--- src/rtl/threshold_comparator_defines.vh ---
`ifndef THRESHOLD_COMPARATOR_DEFINES_VH
`define THRESHOLD_COMPARATOR_DEFINES_VH
// ----------------------------------------
// register byte offsets
// ----------------------------------------
`define OFS_CONTROL 12'h000
`define OFS_OPERAND_SEL 12'h004
`define OFS_FIRST_GAIN 12'h008
`define OFS_SECOND_GAIN 12'h00c
`define OFS_OPERAND_OFFSET 12'h010
`define OFS_HYSTERESIS 12'h014
`define OFS_SETPOINTS 12'h018
`define OFS_STATUS 12'h01c
`define OFS_FIRST_VALUE 12'h020
`define OFS_SECOND_VALUE 12'h024
`define OFS_DISPLAY 12'h028
// ----------------------------------------
// field positions
// ----------------------------------------
`define CTRL_MODE_LSB 0
`define CTRL_MODE_MSB 2
`define CTRL_VISIBLE_BIT 3
`define CTRL_GAIN1_SET_BIT 4
`define CTRL_GAIN2_SET_BIT 5
`define SEL_SRC_MSB 1
`define SEL_IDX_LSB 2
`define SEL_IDX_MSB 5
`define SEL_SECOND_LSB 8
// ----------------------------------------
// source and mode codes
// ----------------------------------------
`define SRC_ANALOG 2'h0
`define SRC_TIMER 2'h1
`define SRC_COUNTER 2'h2
`define SRC_SETPOINT 2'h3
`define MODE_LESS 3'h0
`define MODE_LESS_EQUAL 3'h1
`define MODE_EQUAL 3'h2
`define MODE_GREATER_EQUAL 3'h3
`define MODE_GREATER 3'h4
// ----------------------------------------
// limits and reset values
// ----------------------------------------
`define PARAM_MAX 14'h270f
`define DISPLAY_WRAP 32'h00002710
`define CONTROL_RESET 32'h00000008
`define SEL_RESET 32'h00000000
`define PARAM_RESET 14'h0000
`define AXI_OKAY 2'h0
`define AXI_SLVERR 2'h2
`endif

--- src/rtl/analog_threshold_comparator.v ---
`timescale 1ns/1ns
`include "threshold_comparator_defines.vh"
// Summary of operation
// RL1 - five modes, one held per instance
// RL2 - operands from analog, timer or counter
// RL3 - first operand times first gain
// RL4 - second operand times second gain
// RL5 - offset added to first operand
// RL6 - hysteresis forms upper and lower thresholds
// RL7 - signed 32-bit arithmetic throughout
// RL8 - unconfigured gain means no multiplication
// RL9 - display shows values above 9999 minus 10000
// RL10 - analog samples are unsigned 10-bit
// RL11 - inclusive modes also switch on equality
// RL12 - less: on below, off above upper
// RL13 - less-equal: on at/below, off above upper
// RL14 - equal: on at setpoint, off outside band
// RL15 - greater-equal: on at/above, off below lower
// RL16 - greater: on reaching, off below lower
// RL17 - visibility flag lists parameters in menu
// RL18 - configurer should use hysteresis of 20+
// RL19 - either operand may be a constant setpoint
// RL20 - evaluated per scan, holds between, reset clears
module analog_threshold_comparator (
  // clock and reset
  input wire CLK,
  input wire RESET_N,
  // scan strobe from the program sequencer
  input wire SCAN_STROBE,
  // analog channels a..d, 10 bits each
  input wire [39:0] ANALOG_CHANNELS,
  // timer and counter actual values, 16 x 16 bits
  input wire [255:0] TIMER_ACTUAL_VALUES,
  input wire [255:0] COUNTER_ACTUAL_VALUES,
  // axi4-lite slave
  input wire [11:0] S_AXI_AWADDR,
  input wire S_AXI_AWVALID,
  output reg S_AXI_AWREADY,
  input wire [31:0] S_AXI_WDATA,
  input wire [3:0] S_AXI_WSTRB,
  input wire S_AXI_WVALID,
  output reg S_AXI_WREADY,
  output reg [1:0] S_AXI_BRESP,
  output reg S_AXI_BVALID,
  input wire S_AXI_BREADY,
  input wire [11:0] S_AXI_ARADDR,
  input wire S_AXI_ARVALID,
  output reg S_AXI_ARREADY,
  output reg [31:0] S_AXI_RDATA,
  output reg [1:0] S_AXI_RRESP,
  output reg S_AXI_RVALID,
  input wire S_AXI_RREADY,
  // contact and menu visibility
  output reg COMPARE_CONTACT,
  output reg MENU_VISIBLE
);

// ----------------------------------------
// configuration registers, scan results and contact state
// ----------------------------------------
reg [31:0] control_r;
reg [31:0] sel_r;
reg [13:0] first_gain_r;
reg [13:0] second_gain_r;
reg [13:0] operand_offset_r;
reg [13:0] hysteresis_width_r;
reg [13:0] first_setpoint_r;
reg [13:0] second_setpoint_r;
reg signed [31:0] first_value_r;
reg signed [31:0] second_value_r;
reg [31:0] display_r;
reg contact_r;

wire [2:0] mode = control_r[`CTRL_MODE_MSB:`CTRL_MODE_LSB]; // [RL1]
wire [1:0] src1 = sel_r[`SEL_SRC_MSB:0];
wire [3:0] idx1 = sel_r[`SEL_IDX_MSB:`SEL_IDX_LSB];
wire [1:0] src2 = sel_r[`SEL_SECOND_LSB+`SEL_SRC_MSB:`SEL_SECOND_LSB];
wire [3:0] idx2 = sel_r[`SEL_SECOND_LSB+`SEL_IDX_MSB:`SEL_SECOND_LSB+`SEL_IDX_LSB];

// ----------------------------------------
// operand selection
// ----------------------------------------
wire [9:0] analog_w [0:3];
wire [15:0] timer_w [0:15];
wire [15:0] counter_w [0:15];
genvar g;
generate
  for (g = 0; g < 16; g = g + 1) begin : unpack
    if (g < 4) begin : ana
      assign analog_w[g] = ANALOG_CHANNELS[g*10 +: 10]; // [RL10]
    end
    assign timer_w[g] = TIMER_ACTUAL_VALUES[g*16 +: 16];
    assign counter_w[g] = COUNTER_ACTUAL_VALUES[g*16 +: 16];
  end
endgenerate

function [31:0] pick;
  input [1:0] src;
  input [3:0] idx;
  input [13:0] setpoint;
  begin
    case (src) // [RL2]
      `SRC_ANALOG: pick = {22'h000000, analog_w[idx[1:0]]};
      `SRC_TIMER: pick = {16'h0000, timer_w[idx]};
      `SRC_COUNTER: pick = {16'h0000, counter_w[idx]};
      default: pick = {18'h00000, setpoint}; // [RL19]
    endcase
  end
endfunction

// ----------------------------------------
// scaling arithmetic
// ----------------------------------------
wire [31:0] raw1 = pick(src1, idx1, first_setpoint_r);
wire [31:0] raw2 = pick(src2, idx2, second_setpoint_r);
wire [63:0] prod1 = raw1 * {18'h00000, first_gain_r};
wire [63:0] prod2 = raw2 * {18'h00000, second_gain_r};
// products of 16-bit values by 9999 stay far below 2^31
wire [31:0] scaled1 = control_r[`CTRL_GAIN1_SET_BIT] ? prod1[31:0] : raw1; // [RL3] [RL8] [RL7]
wire [31:0] scaled2 = control_r[`CTRL_GAIN2_SET_BIT] ? prod2[31:0] : raw2; // [RL4] [RL8] [RL7]
wire signed [31:0] v1 = scaled1 + {18'h00000, operand_offset_r}; // [RL5]
wire signed [31:0] v2 = scaled2;
wire signed [31:0] hy = {18'h00000, hysteresis_width_r};
wire signed [31:0] upper = v2 + hy; // [RL6]
wire signed [31:0] lower = v2 - hy; // [RL6]

// ----------------------------------------
// threshold compare
// ----------------------------------------
// each mode reduces to one switch-on and one switch-off condition
wire below_second = v1 < v2;
wire at_second = v1 == v2;
wire above_second = v1 > v2;
wire above_upper = v1 > upper; // [RL6]
wire below_lower = v1 < lower; // [RL6]
reg turn_on;
reg turn_off;
always @* begin
  turn_on = 1'b0;
  turn_off = 1'b1;
  case (mode)
    `MODE_LESS: begin
      turn_on = below_second; // [RL12]
      turn_off = above_upper;
    end
    `MODE_LESS_EQUAL: begin
      turn_on = below_second | at_second; // [RL13] [RL11]
      turn_off = above_upper;
    end
    `MODE_EQUAL: begin
      turn_on = at_second; // [RL14]
      turn_off = above_upper | below_lower;
    end
    `MODE_GREATER_EQUAL: begin
      turn_on = above_second | at_second; // [RL15] [RL11]
      turn_off = below_lower;
    end
    `MODE_GREATER: begin
      // "reaches" read as strictly above for the strict mode
      turn_on = above_second; // [RL16]
      turn_off = below_lower;
    end
    default: begin
      // unused mode codes park the contact off
      turn_on = 1'b0;
      turn_off = 1'b1;
    end
  endcase
end

// on wins over off; between the thresholds nothing fires
reg contact_nxt;
always @* begin
  contact_nxt = contact_r; // hold inside the band [RL20]
  if (turn_on) contact_nxt = 1'b1;
  else if (turn_off) contact_nxt = 1'b0;
end

// ----------------------------------------
// operand display
// ----------------------------------------
// display copy of the scaled first operand before the offset is added, compare path untouched
wire [31:0] disp_nxt = (scaled1 > {18'h00000, `PARAM_MAX}) ?
  scaled1 - `DISPLAY_WRAP : scaled1; // [RL9]

// ----------------------------------------
// per-scan latch
// ----------------------------------------
always @(posedge CLK or negedge RESET_N) begin
  if (!RESET_N) begin
    contact_r <= 1'b0;
    first_value_r <= 32'h00000000;
    second_value_r <= 32'h00000000;
    display_r <= 32'h00000000;
  end else if (SCAN_STROBE) begin
    contact_r <= contact_nxt; // [RL20]
    first_value_r <= v1;
    second_value_r <= v2;
    display_r <= disp_nxt;
  end
end

// ----------------------------------------
// axi4-lite write channel
// ----------------------------------------
reg aw_held_r;
reg w_held_r;
reg [11:0] awaddr_r;
reg [31:0] wdata_r;
wire aw_ok = aw_held_r | (S_AXI_AWVALID & S_AXI_AWREADY);
wire w_ok = w_held_r | (S_AXI_WVALID & S_AXI_WREADY);
wire [11:0] wa = aw_held_r ? awaddr_r : S_AXI_AWADDR;
wire [31:0] wd = w_held_r ? wdata_r : S_AXI_WDATA;
wire do_write = aw_ok & w_ok & ~S_AXI_BVALID;
// status and value words are read-only; a write there answers with an error
wire wmapped = (wa == `OFS_CONTROL) | (wa == `OFS_OPERAND_SEL) |
  (wa == `OFS_FIRST_GAIN) | (wa == `OFS_SECOND_GAIN) |
  (wa == `OFS_OPERAND_OFFSET) | (wa == `OFS_HYSTERESIS) | (wa == `OFS_SETPOINTS);

function [13:0] clip;
  input [13:0] v;
  begin
    clip = (v > `PARAM_MAX) ? `PARAM_MAX : v;
  end
endfunction

always @(posedge CLK or negedge RESET_N) begin
  if (!RESET_N) begin
    S_AXI_AWREADY <= 1'b0;
    S_AXI_WREADY <= 1'b0;
    S_AXI_BVALID <= 1'b0;
    S_AXI_BRESP <= `AXI_OKAY;
    aw_held_r <= 1'b0;
    w_held_r <= 1'b0;
    awaddr_r <= 12'h000;
    wdata_r <= 32'h00000000;
    control_r <= `CONTROL_RESET;
    sel_r <= `SEL_RESET;
    first_gain_r <= `PARAM_RESET;
    second_gain_r <= `PARAM_RESET;
    operand_offset_r <= `PARAM_RESET;
    hysteresis_width_r <= `PARAM_RESET;
    first_setpoint_r <= `PARAM_RESET;
    second_setpoint_r <= `PARAM_RESET;
  end else begin
    // ready idles as a pulse every other cycle; a held valid waits one edge at most
    S_AXI_AWREADY <= ~aw_ok & ~S_AXI_AWREADY & ~S_AXI_BVALID;
    S_AXI_WREADY <= ~w_ok & ~S_AXI_WREADY & ~S_AXI_BVALID;
    if (S_AXI_AWVALID & S_AXI_AWREADY) begin
      aw_held_r <= 1'b1;
      awaddr_r <= S_AXI_AWADDR;
    end
    if (S_AXI_WVALID & S_AXI_WREADY) begin
      w_held_r <= 1'b1;
      wdata_r <= S_AXI_WDATA;
    end
    if (S_AXI_BVALID & S_AXI_BREADY) S_AXI_BVALID <= 1'b0;
    if (do_write) begin
      aw_held_r <= 1'b0;
      w_held_r <= 1'b0;
      S_AXI_AWREADY <= 1'b0;
      S_AXI_WREADY <= 1'b0;
      S_AXI_BVALID <= 1'b1;
      S_AXI_BRESP <= wmapped ? `AXI_OKAY : `AXI_SLVERR;
      // whole-word writes only; partial strobes leave registers as they are
      if (S_AXI_WSTRB == 4'hf) begin
        case (wa)
          `OFS_CONTROL: control_r <= {26'h0000000, wd[5:0]};
          `OFS_OPERAND_SEL: sel_r <= {18'h00000, wd[13:8], 2'h0, wd[5:0]};
          `OFS_FIRST_GAIN: first_gain_r <= clip(wd[13:0]);
          `OFS_SECOND_GAIN: second_gain_r <= clip(wd[13:0]);
          `OFS_OPERAND_OFFSET: operand_offset_r <= clip(wd[13:0]);
          `OFS_HYSTERESIS: hysteresis_width_r <= clip(wd[13:0]);
          `OFS_SETPOINTS: begin
            first_setpoint_r <= clip(wd[13:0]);
            second_setpoint_r <= clip(wd[29:16]);
          end
          default: ;
        endcase
      end
    end
  end
end

// ----------------------------------------
// axi4-lite read channel
// ----------------------------------------
reg [31:0] rd_nxt;
reg rd_ok;
always @* begin
  rd_ok = 1'b1;
  case (S_AXI_ARADDR)
    `OFS_CONTROL: rd_nxt = control_r;
    `OFS_OPERAND_SEL: rd_nxt = sel_r;
    `OFS_FIRST_GAIN: rd_nxt = {18'h00000, first_gain_r};
    `OFS_SECOND_GAIN: rd_nxt = {18'h00000, second_gain_r};
    `OFS_OPERAND_OFFSET: rd_nxt = {18'h00000, operand_offset_r};
    `OFS_HYSTERESIS: rd_nxt = {18'h00000, hysteresis_width_r};
    `OFS_SETPOINTS: rd_nxt = {2'h0, second_setpoint_r, 2'h0, first_setpoint_r};
    `OFS_STATUS: rd_nxt = {31'h00000000, contact_r};
    `OFS_FIRST_VALUE: rd_nxt = first_value_r;
    `OFS_SECOND_VALUE: rd_nxt = second_value_r;
    `OFS_DISPLAY: rd_nxt = display_r;
    default: begin
      rd_nxt = 32'h00000000;
      rd_ok = 1'b0;
    end
  endcase
end

always @(posedge CLK or negedge RESET_N) begin
  if (!RESET_N) begin
    S_AXI_ARREADY <= 1'b0;
    S_AXI_RVALID <= 1'b0;
    S_AXI_RDATA <= 32'h00000000;
    S_AXI_RRESP <= `AXI_OKAY;
  end else begin
    // one read in flight: ready stays low while a response waits
    S_AXI_ARREADY <= ~S_AXI_ARREADY & ~S_AXI_RVALID & S_AXI_ARVALID;
    if (S_AXI_ARVALID & S_AXI_ARREADY) begin
      S_AXI_RVALID <= 1'b1;
      S_AXI_RDATA <= rd_nxt;
      S_AXI_RRESP <= rd_ok ? `AXI_OKAY : `AXI_SLVERR;
    end else if (S_AXI_RVALID & S_AXI_RREADY) begin
      S_AXI_RVALID <= 1'b0;
    end
  end
end

// ----------------------------------------
// output flops
// ----------------------------------------
always @(posedge CLK or negedge RESET_N) begin
  if (!RESET_N) begin
    COMPARE_CONTACT <= 1'b0;
    MENU_VISIBLE <= 1'b1;
  end else begin
    COMPARE_CONTACT <= contact_r;
    MENU_VISIBLE <= control_r[`CTRL_VISIBLE_BIT]; // [RL17]
  end
end

endmodule // analog_threshold_comparator

--- config.mk ---
export PLATFORM = sky130hd
export DESIGN_NAME = analog_threshold_comparator
export DESIGN_NICKNAME = d
export VERILOG_FILES = /design/src/rtl/analog_threshold_comparator.v
export VERILOG_INCLUDE_DIRS = /design/src /design/src/rtl
export SDC_FILE = /design/constraint.sdc
export NUM_CORES = 2
export LEC_CHECK = 0
export BUFFER_PORTS_ARGS = -buffer_cell sky130_fd_sc_hd__buf_2
export CORE_UTILIZATION = 30
export CTS_BUF_LIST = sky130_fd_sc_hd__clkbuf_8
export DETAILED_ROUTE_END_ITERATION = 8
export PLACE_DENSITY = 0.54
export SETUP_SLACK_MARGIN = 0.15
export SLEW_MARGIN = 0
export SYNTH_ARGS = -nofsm -noshare
export SYNTH_HDL_FRONTEND = slang
export SYNTH_SLANG_ARGS = --single-unit
--- constraint.sdc ---
create_clock -name CLK -period 11.9 [get_ports CLK]
set_clock_uncertainty 0.2 [all_clocks]
set_input_delay 0.595 -clock CLK [delete_from_list [all_inputs] [get_ports CLK]]
set_output_delay 0.595 -clock CLK [all_outputs]
set_load 0.02 [all_outputs]
* After elaboration in Yosys (flattened, before gate mapping)
Cells that the tools add are included.
** Operators by class
- Add/sub/neg operators :: 4
- Multipliers :: 2
- Order comparisons :: 11
- Equal/unequal tests :: 26
- Mux-type cells :: 45
- Bitwise operators :: 35
- Reductions and logical operators :: 21
** Operator list (number)
- case mux 32 bit (11 select lines) :: 1
- binary-select mux 16 bit (select 4 bit) :: 4
- 2-to-1 mux 16 bit :: 8
- 2-to-1 mux 32 bit :: 3
- case mux 16 bit (3 select lines) :: 2
- equality test 12 x 5 -> 1 bit, second input constant :: 7
- > comparator 32 bit :: 2
- < comparator 32 bit :: 2
- multiplier 32 x 14 -> 32 bit :: 2
- equality test 12 x 4 -> 1 bit, second input constant :: 4
- binary-select mux 10 bit (select 2 bit) :: 2
- 2-to-1 mux 10 bit :: 4
- equality test 12 x 6 -> 1 bit, second input constant :: 3
- adder 32 x 14 -> 32 bit :: 1
- adder 32 x 15 -> 32 bit :: 1
- equality test 32 bit :: 1
- > comparator 32 x 14 -> 1 bit, second input constant :: 1
- subtractor 32 x 14 -> 32 bit, second input constant :: 1
- subtractor 32 x 15 -> 32 bit :: 1
- 2-to-1 mux 30 bit :: 1
- > comparator 14 bit, second input constant :: 2
- 2-to-1 mux 14 bit :: 2
- equality test 12 x 3 -> 1 bit, second input constant :: 2
- zero test 12 bit :: 2
- 25 further kinds :: 85
** Storage, ports and cells
- Flip-flop bits (word level) :: 286
- Input port bits :: 620
- Output and inout port bits :: 43

* Logic depth before layout (Yosys ltp)
- Word-level depth :: 13
- Mapped depth :: 54
- Mapped depth without buffers :: 48

* Least setup slack after synthesis
OpenSTA, ideal clock, no wires.
- Path kind :: reg2reg
- Start point :: register sel_r[10]
- End point :: register contact_r
- Library setup time :: 96 ps
- Arrival time :: 12586 ps
- Setup slack :: -982 ps
- Cell stages (with the launch flop) :: 54
- Clock period less this slack :: 12882 ps
- Path through :: dfrtp_1 buf_6 buf_6 buf_6 clkbuf_1 buf_1 clkbuf_1 mux4_2 mux4_2 clkbuf_1 and2_1 fa_1 inv_1 fa_1 inv_1 fa_1 inv_1 fa_1 [18 not listed] nor2_1 a21boi_0 and3_1 clkbuf_1 xor2_1 ha_1 nand4_1 nor4_1 o31a_1 o21bai_1 a211oi_1 nor3_1 maj3_2 maj3_2 maj3_2 maj3_2 o22a_1 nor4_2
** Between the ends
- Word-level cells in the longest chain between the ends :: 13
- Elaborated cells on any way between the ends :: 29
- Those cells by class :: add/sub: 2; mul: 1; order compare: 4; eq/ne: 1; mux: 14; bitwise: 5; reduce/logical: 2
** Ends and longest elaborated chain
- start: declaration :: RTL line analog_threshold_comparator.v:62 : reg [31:0] sel_r;
- start signal: assignment :: RTL line analog_threshold_comparator.v:238 : sel_r <= `SEL_RESET;
- start signal: assignment :: RTL line analog_threshold_comparator.v:269 : `OFS_OPERAND_SEL: sel_r <= {18'h00000, wd[13:8], 2'h0, wd[5:0]};
- inverter 4 -> 5 bit (implied by the code) or inverter 2 -> 3 bit (tied branches) :: RTL line analog_threshold_comparator.v:104, analog_threshold_comparator.v:105, analog_threshold_comparator.v:103
- binary-select mux 16 bit (select 4 bit), or another cell as far along :: RTL line analog_threshold_comparator.v:105 : `SRC_COUNTER: pick = {16'h0000, counter_w[idx]};
- 2-to-1 mux 16 bit (implied by the code), or another cell as far along (2 in a row) :: RTL line analog_threshold_comparator.v:105
- case mux 16 bit (3 select lines) * :: RTL line analog_threshold_comparator.v:102 : case (src)
- multiplier 32 x 14 -> 32 bit :: RTL line analog_threshold_comparator.v:117 : wire [63:0] prod2 = raw2 * {18'h00000, second_gain_r};
- 2-to-1 mux 32 bit * :: RTL line analog_threshold_comparator.v:120 : wire [31:0] scaled2 = control_r[`CTRL_GAIN2_SET_BIT] ? prod2[31:0] : raw2;
- via scaled2[12] :: RTL line analog_threshold_comparator.v:120
- adder 32 x 15 -> 32 bit or subtractor 32 x 15 -> 32 bit (tied branches) :: RTL line analog_threshold_comparator.v:124, analog_threshold_comparator.v:125
- > comparator 32 bit or < comparator 32 bit (tied branches) :: RTL line analog_threshold_comparator.v:134, analog_threshold_comparator.v:135
- OR 1 bit :: RTL line analog_threshold_comparator.v:152 : turn_off = above_upper | below_lower;
- case mux 1 bit (3 select lines) :: RTL line analog_threshold_comparator.v:141 : case (mode)
- nonzero test 2 bit (no line)
- AND reduction 2 bit (no line)
- end signal: assignment :: RTL line analog_threshold_comparator.v:196 : contact_r <= contact_nxt;
- end: declaration :: RTL line analog_threshold_comparator.v:72 : reg contact_r;
Mark *: on every way through the listed nets, which the timed path passes. The rest lies on a longest branch. The select of a mux whose other input is x is not followed.
A chain may end at the register's enable or synchronous reset.

* Worst setup path after layout
- Start point :: register sel_r[2]
- End point :: register contact_r
** Between the ends
- Word-level cells in the longest chain between the ends :: 13
- Elaborated cells on any way between the ends :: 28
- Those cells by class :: add/sub: 1; mul: 1; order compare: 4; eq/ne: 1; mux: 14; bitwise: 5; reduce/logical: 2
** Ends and longest elaborated chain
- inverter 4 -> 5 bit (implied by the code) or inverter 2 -> 3 bit (tied branches) :: RTL line analog_threshold_comparator.v:104, analog_threshold_comparator.v:105, analog_threshold_comparator.v:103
- binary-select mux 16 bit (select 4 bit), or another cell as far along :: RTL line analog_threshold_comparator.v:105
- 2-to-1 mux 16 bit (implied by the code), or another cell as far along (2 in a row) :: RTL line analog_threshold_comparator.v:105
- case mux 16 bit (3 select lines) * :: RTL line analog_threshold_comparator.v:102
- multiplier 32 x 14 -> 32 bit :: RTL line analog_threshold_comparator.v:116 : wire [63:0] prod1 = raw1 * {18'h00000, first_gain_r};
- 2-to-1 mux 32 bit * :: RTL line analog_threshold_comparator.v:119 : wire [31:0] scaled1 = control_r[`CTRL_GAIN1_SET_BIT] ? prod1[31:0] : raw1;
- adder 32 x 14 -> 32 bit * :: RTL line analog_threshold_comparator.v:121 : wire signed [31:0] v1 = scaled1 + {18'h00000, operand_offset_r};
- via v1[19] :: RTL line analog_threshold_comparator.v:121
- > comparator 32 bit, or another cell as far along :: RTL line analog_threshold_comparator.v:133 : wire above_second = v1 > v2;
- OR 1 bit (on tied branches) :: RTL line analog_threshold_comparator.v:155, analog_threshold_comparator.v:147, analog_threshold_comparator.v:152
- case mux 1 bit (5 select lines) or case mux 1 bit (3 select lines) (tied branches) :: RTL line analog_threshold_comparator.v:141
- nonzero test 2 bit (no line)
- AND reduction 2 bit (no line)
Marked as above.

==> results by group <==
Critical path
  • Critical path endpoint category: register
  • CP Launch Type: register
  • CP Buf/Inv Count: 7
  • CP max FO: 5
  • R2R Path Start: sel_r[2]
  • CP dominant cell by count: fa_1
  • FF-to-FF path depth: 46
  • Delay-heaviest family, CP: adder cells
  • WS Path Type: reg2reg
  • Slowest cell on crit path: mux4_2
  • RR Endpoint: contact_r
  • R2r setup slk: -90 ps
  • Worst EP required: 12280 ps
  • Critical path arrival: 12370 ps
  • Crit-path max cell delay: 590 ps

GRT
  • Largest net degree at the start of global routing: 87
  • Antenna violations before repair: 69
  • Number of global-route vias before repair: 39400
  • Global route total overflow: 0
  • Global-route wire length before repair: 274000 um
  • GRT Total Usage: 26.3%

Placement
  • Placed Instances: 7081
  • Port Buf Inserts: 656
  • Gpl congestion: 0.981
  • Dpl hpwl: 162000 um

Logic synthesis
  • Synth cell types: 92
  • Xor and xnor area share after synthesis: 3.01%
  • Adder-cell share of the synthesized area: 25.7%
  • Post-Syn Area: 42500 sq um
  • Main combinational cell family by area after synthesis: adder cells
  • Sequential cell area fraction in the yosys report: 16.6%
  • Compound-gate portion of the synthesized area: 10.5%
  • Synth warn: 0
  • Most used DFF post-synth: dfrtp_1
  • Syn avg cell area: 9.86 sq um
  • Mapped Cells: 4309
  • Fraction of registers with async set/reset: 100%
  • Simple-gate share of the synthesized area: 14.3%
  • Share of the synthesized area in the top cell type: 18.3%
  • Post-synth EDFFs: 0
  • Yosys top cell by area: mux4_2
  • Synth top area cells: mux4_2 (18%), dfrtp_1 (16%), fa_1 (16%), ha_1 (9.7%), nand2_1 (4.6%)
  • Mux cell area share after synthesis: 23.3%
  • FF+latch count, synth: 282

Detailed routing
  • DRT Wirelength: 191000 um
  • Vias post-DR: 39000
  • Routed Antenna Nets: 0
  • DRC: 0
  • DR pass1 iterations: 6
  • DR iter-0 viols: 3082
  • Vias/cell: 5.33
  • DR WL/cell: 26.1 um

CTS
  • Clock Pin Slew Worst Setup and Hold Paths: 70 ps
  • CTS tree: yes
  • Total CTS buffers: 55
  • Worst skew pair latency: 730 ps
  • Max clock buf depth: 3
  • Num Clock Sinks: 282
  • Clk root buf: clkbuf_8
  • H-tree lvl count: 2

STA
  • Final Critical Period: 11990 ps
  • Period utilization: 101%
  • Final setup viols: 1
  • Slew margin rel.: 14.7%
  • Worst slew pin tran: 1270 ps
  • Final max-slew violation count: 0
  • Fin. Hold Viols: 0
  • RSZ-0062 raised after global routing: true
  • Worst setup margin: -92.4 ps
  • Fmax: 0.0834 GHz

Die
  • Initial core utilization: 30.3%
  • IO Pins: 663
  • Die height: 378 um
  • Die ar.: 143000 sq um
  • Core area: 140000 sq um
  • Num rows: 137
  • Die W: 378 um

Pwr
  • Worst VDD drop: 0.0000930 V
  • PwrDens: 56.8 nW/um^2
  • Leak: 25.0 nW
  • Total power: 0.00304 W

Min path
  • Min-delay src: S_AXI_WVALID
  • Worst min-delay path class: in2reg
  • Hold path depth: 3
  • Hold EP: w_held_r

Cells and area
  • Nets@finish: 6615
  • Most frequent cells in the layout: buf_2 (654), nand2_1 (524), buf_4 (498), inv_1 (469), mux4_2 (346)
  • Share of cells above drive strength 1: 33.7%
  • Most common cell after layout, fill and taps aside: buf_2
  • Area Overhead vs Synth: 25.8%
  • Final core utilization: 38.2%
  • Layout Cells excl Fill: 7326

Status
  • Failing checks: negative setup slack
  • Status: finished, violations left

Run
  • Max Cap Violations: 0
## registers in the layout, indices dropped and copies added, names as in the netlist, 6 cells and up
name and flops:
S_AXI_RDATA 32, operand_offset_r 14, awaddr_r 12, second_gain_r 14, first_setpoint_r 14, control_r 6, first_gain_r 14, sel_r 12
hysteresis_width_r 14, second_value_r 32, wdata_r 28, first_value_r 32, second_setpoint_r 14, display_r 32
## how the worst max path moves through the flow
stage / slack (ps) / from / cells after the start / to
finish: -90 / sel_r[2] / 46 / contact_r
global route: -460 / sel_r[2] / 46 / contact_r
CTS: 20 / sel_r[10] / 51 / contact_r
detailed placement: -300 / sel_r[2] / 47 / contact_r
global placement: -300 / sel_r[2] / 43 / contact_r
floorplan: 170 / sel_r[3] / 50 / contact_r
## layout make-up
cell class | instances | area, sq um
inverters | 454 | 1700
clock buffers | 65 | 895
fillers | 14200 | 86600
flip-flops and latches | 282 | 7080
well taps | 1876 | 2350
multi-input cells | 3317 | 33000
clock inverters | 31 | 293
diodes | 81 | 203
repair buffers | 1220 | 7910
## power breakdown
part	internal [W]	total (W)	switching, W
registers	0.00106	0.00113	0.0000720
clock network	0.000608	0.00109	0.000483
logic	0.000383	0.000818	0.000436
total	0.00205	0.00304	0.000991
## cell families after synthesis
kind of cell	count (synthesis)
compound gates	677
xor+xnor	146
fa+ha+maj	673
buf+inv	711
flops	282
mux	542
other cells	1
simple gates	1277
## per-layer routing
metal  vias to the layer above  part of all wire (%)  global-route usage [%]
met3                       344                   6.4                    3.89
met2                      1604                    47                    42.7
met4                        16                   7.0                    17.1
met1                     19700                    39                    32.7
li1                      17400                     -                       -
met5                         -                 0.048                       0
## worst register-to-register path: cells and delay by family, from the launching register on
kind | cells | cell delay, ps
xor gates and xnor gates | 2 | 310
and+or+nand+nor | 12 | 1800
AOI/OAI and AO/OA | 9 | 1580
DFF | 1 | 440
buffers and inverters | 7 | 680
muxes | 3 | 1650
adders and majority gates | 13 | 5230
## synth_stat cells, types with 6 or more instances
master     instances
a21boi_0           7
a22oi_1           23
and2_1           198
nand2b_1          39
nand3_1           63
a21oi_1          180
buf_1             42
nor2_1           218
a22o_1            33
a221oi_1          12
or4_1              6
buf_2             20
mux4_2           346
nor4_1            19
nand3b_1           8
o21a_1            27
o2111ai_1          8
xor2_1            45
fa_1             335
nand4_1           41
nand2_1          525
a222oi_1          27
inv_1            451
nor3_1            46
a21o_1            49
a31oi_1           14
nor4b_1            6
or2_2             10
clkbuf_1         181
dfrtp_1          280
o21bai_1          15
ha_1             330
xnor2_1          101
mux2_2           110
o21ai_0          168
or3_1             13
a211oi_1          25
buf_4             10
mux2i_1           86
o211ai_1          17
nor2b_1           48
and3_1            14
## metrics by stage
stage          setup WS, ps  cell area [sq um]  hold WS (ps)  setup TNS (ps)
6_report              -92.4              53500          56.4           -92.4
5_1_grt                -463              53500          49.2            -463
4_1_cts                18.5              53200        0.0445               0
3_5_place_dp           -302              51000           224            -302
3_3_place_gp           -296              51000           222            -296
2_1_floorplan           169              42700          99.4               0
## repair_timing
| action | 4_1_cts | 5_1_grt |
|---|---|---|
| hold buffers | 45 | 0 |
| setup buffers | 19 | 2 |
| endpoints found under the setup margin | 1 | 1 |
| gates resized for setup | 51 | 25 |
| pin swaps | 13 | 5 |
| hold endpoints to repair | 129 | 0 |
| cloned | 2 | 0 |
No activity file was read; power rests on OpenSTA's default activity.
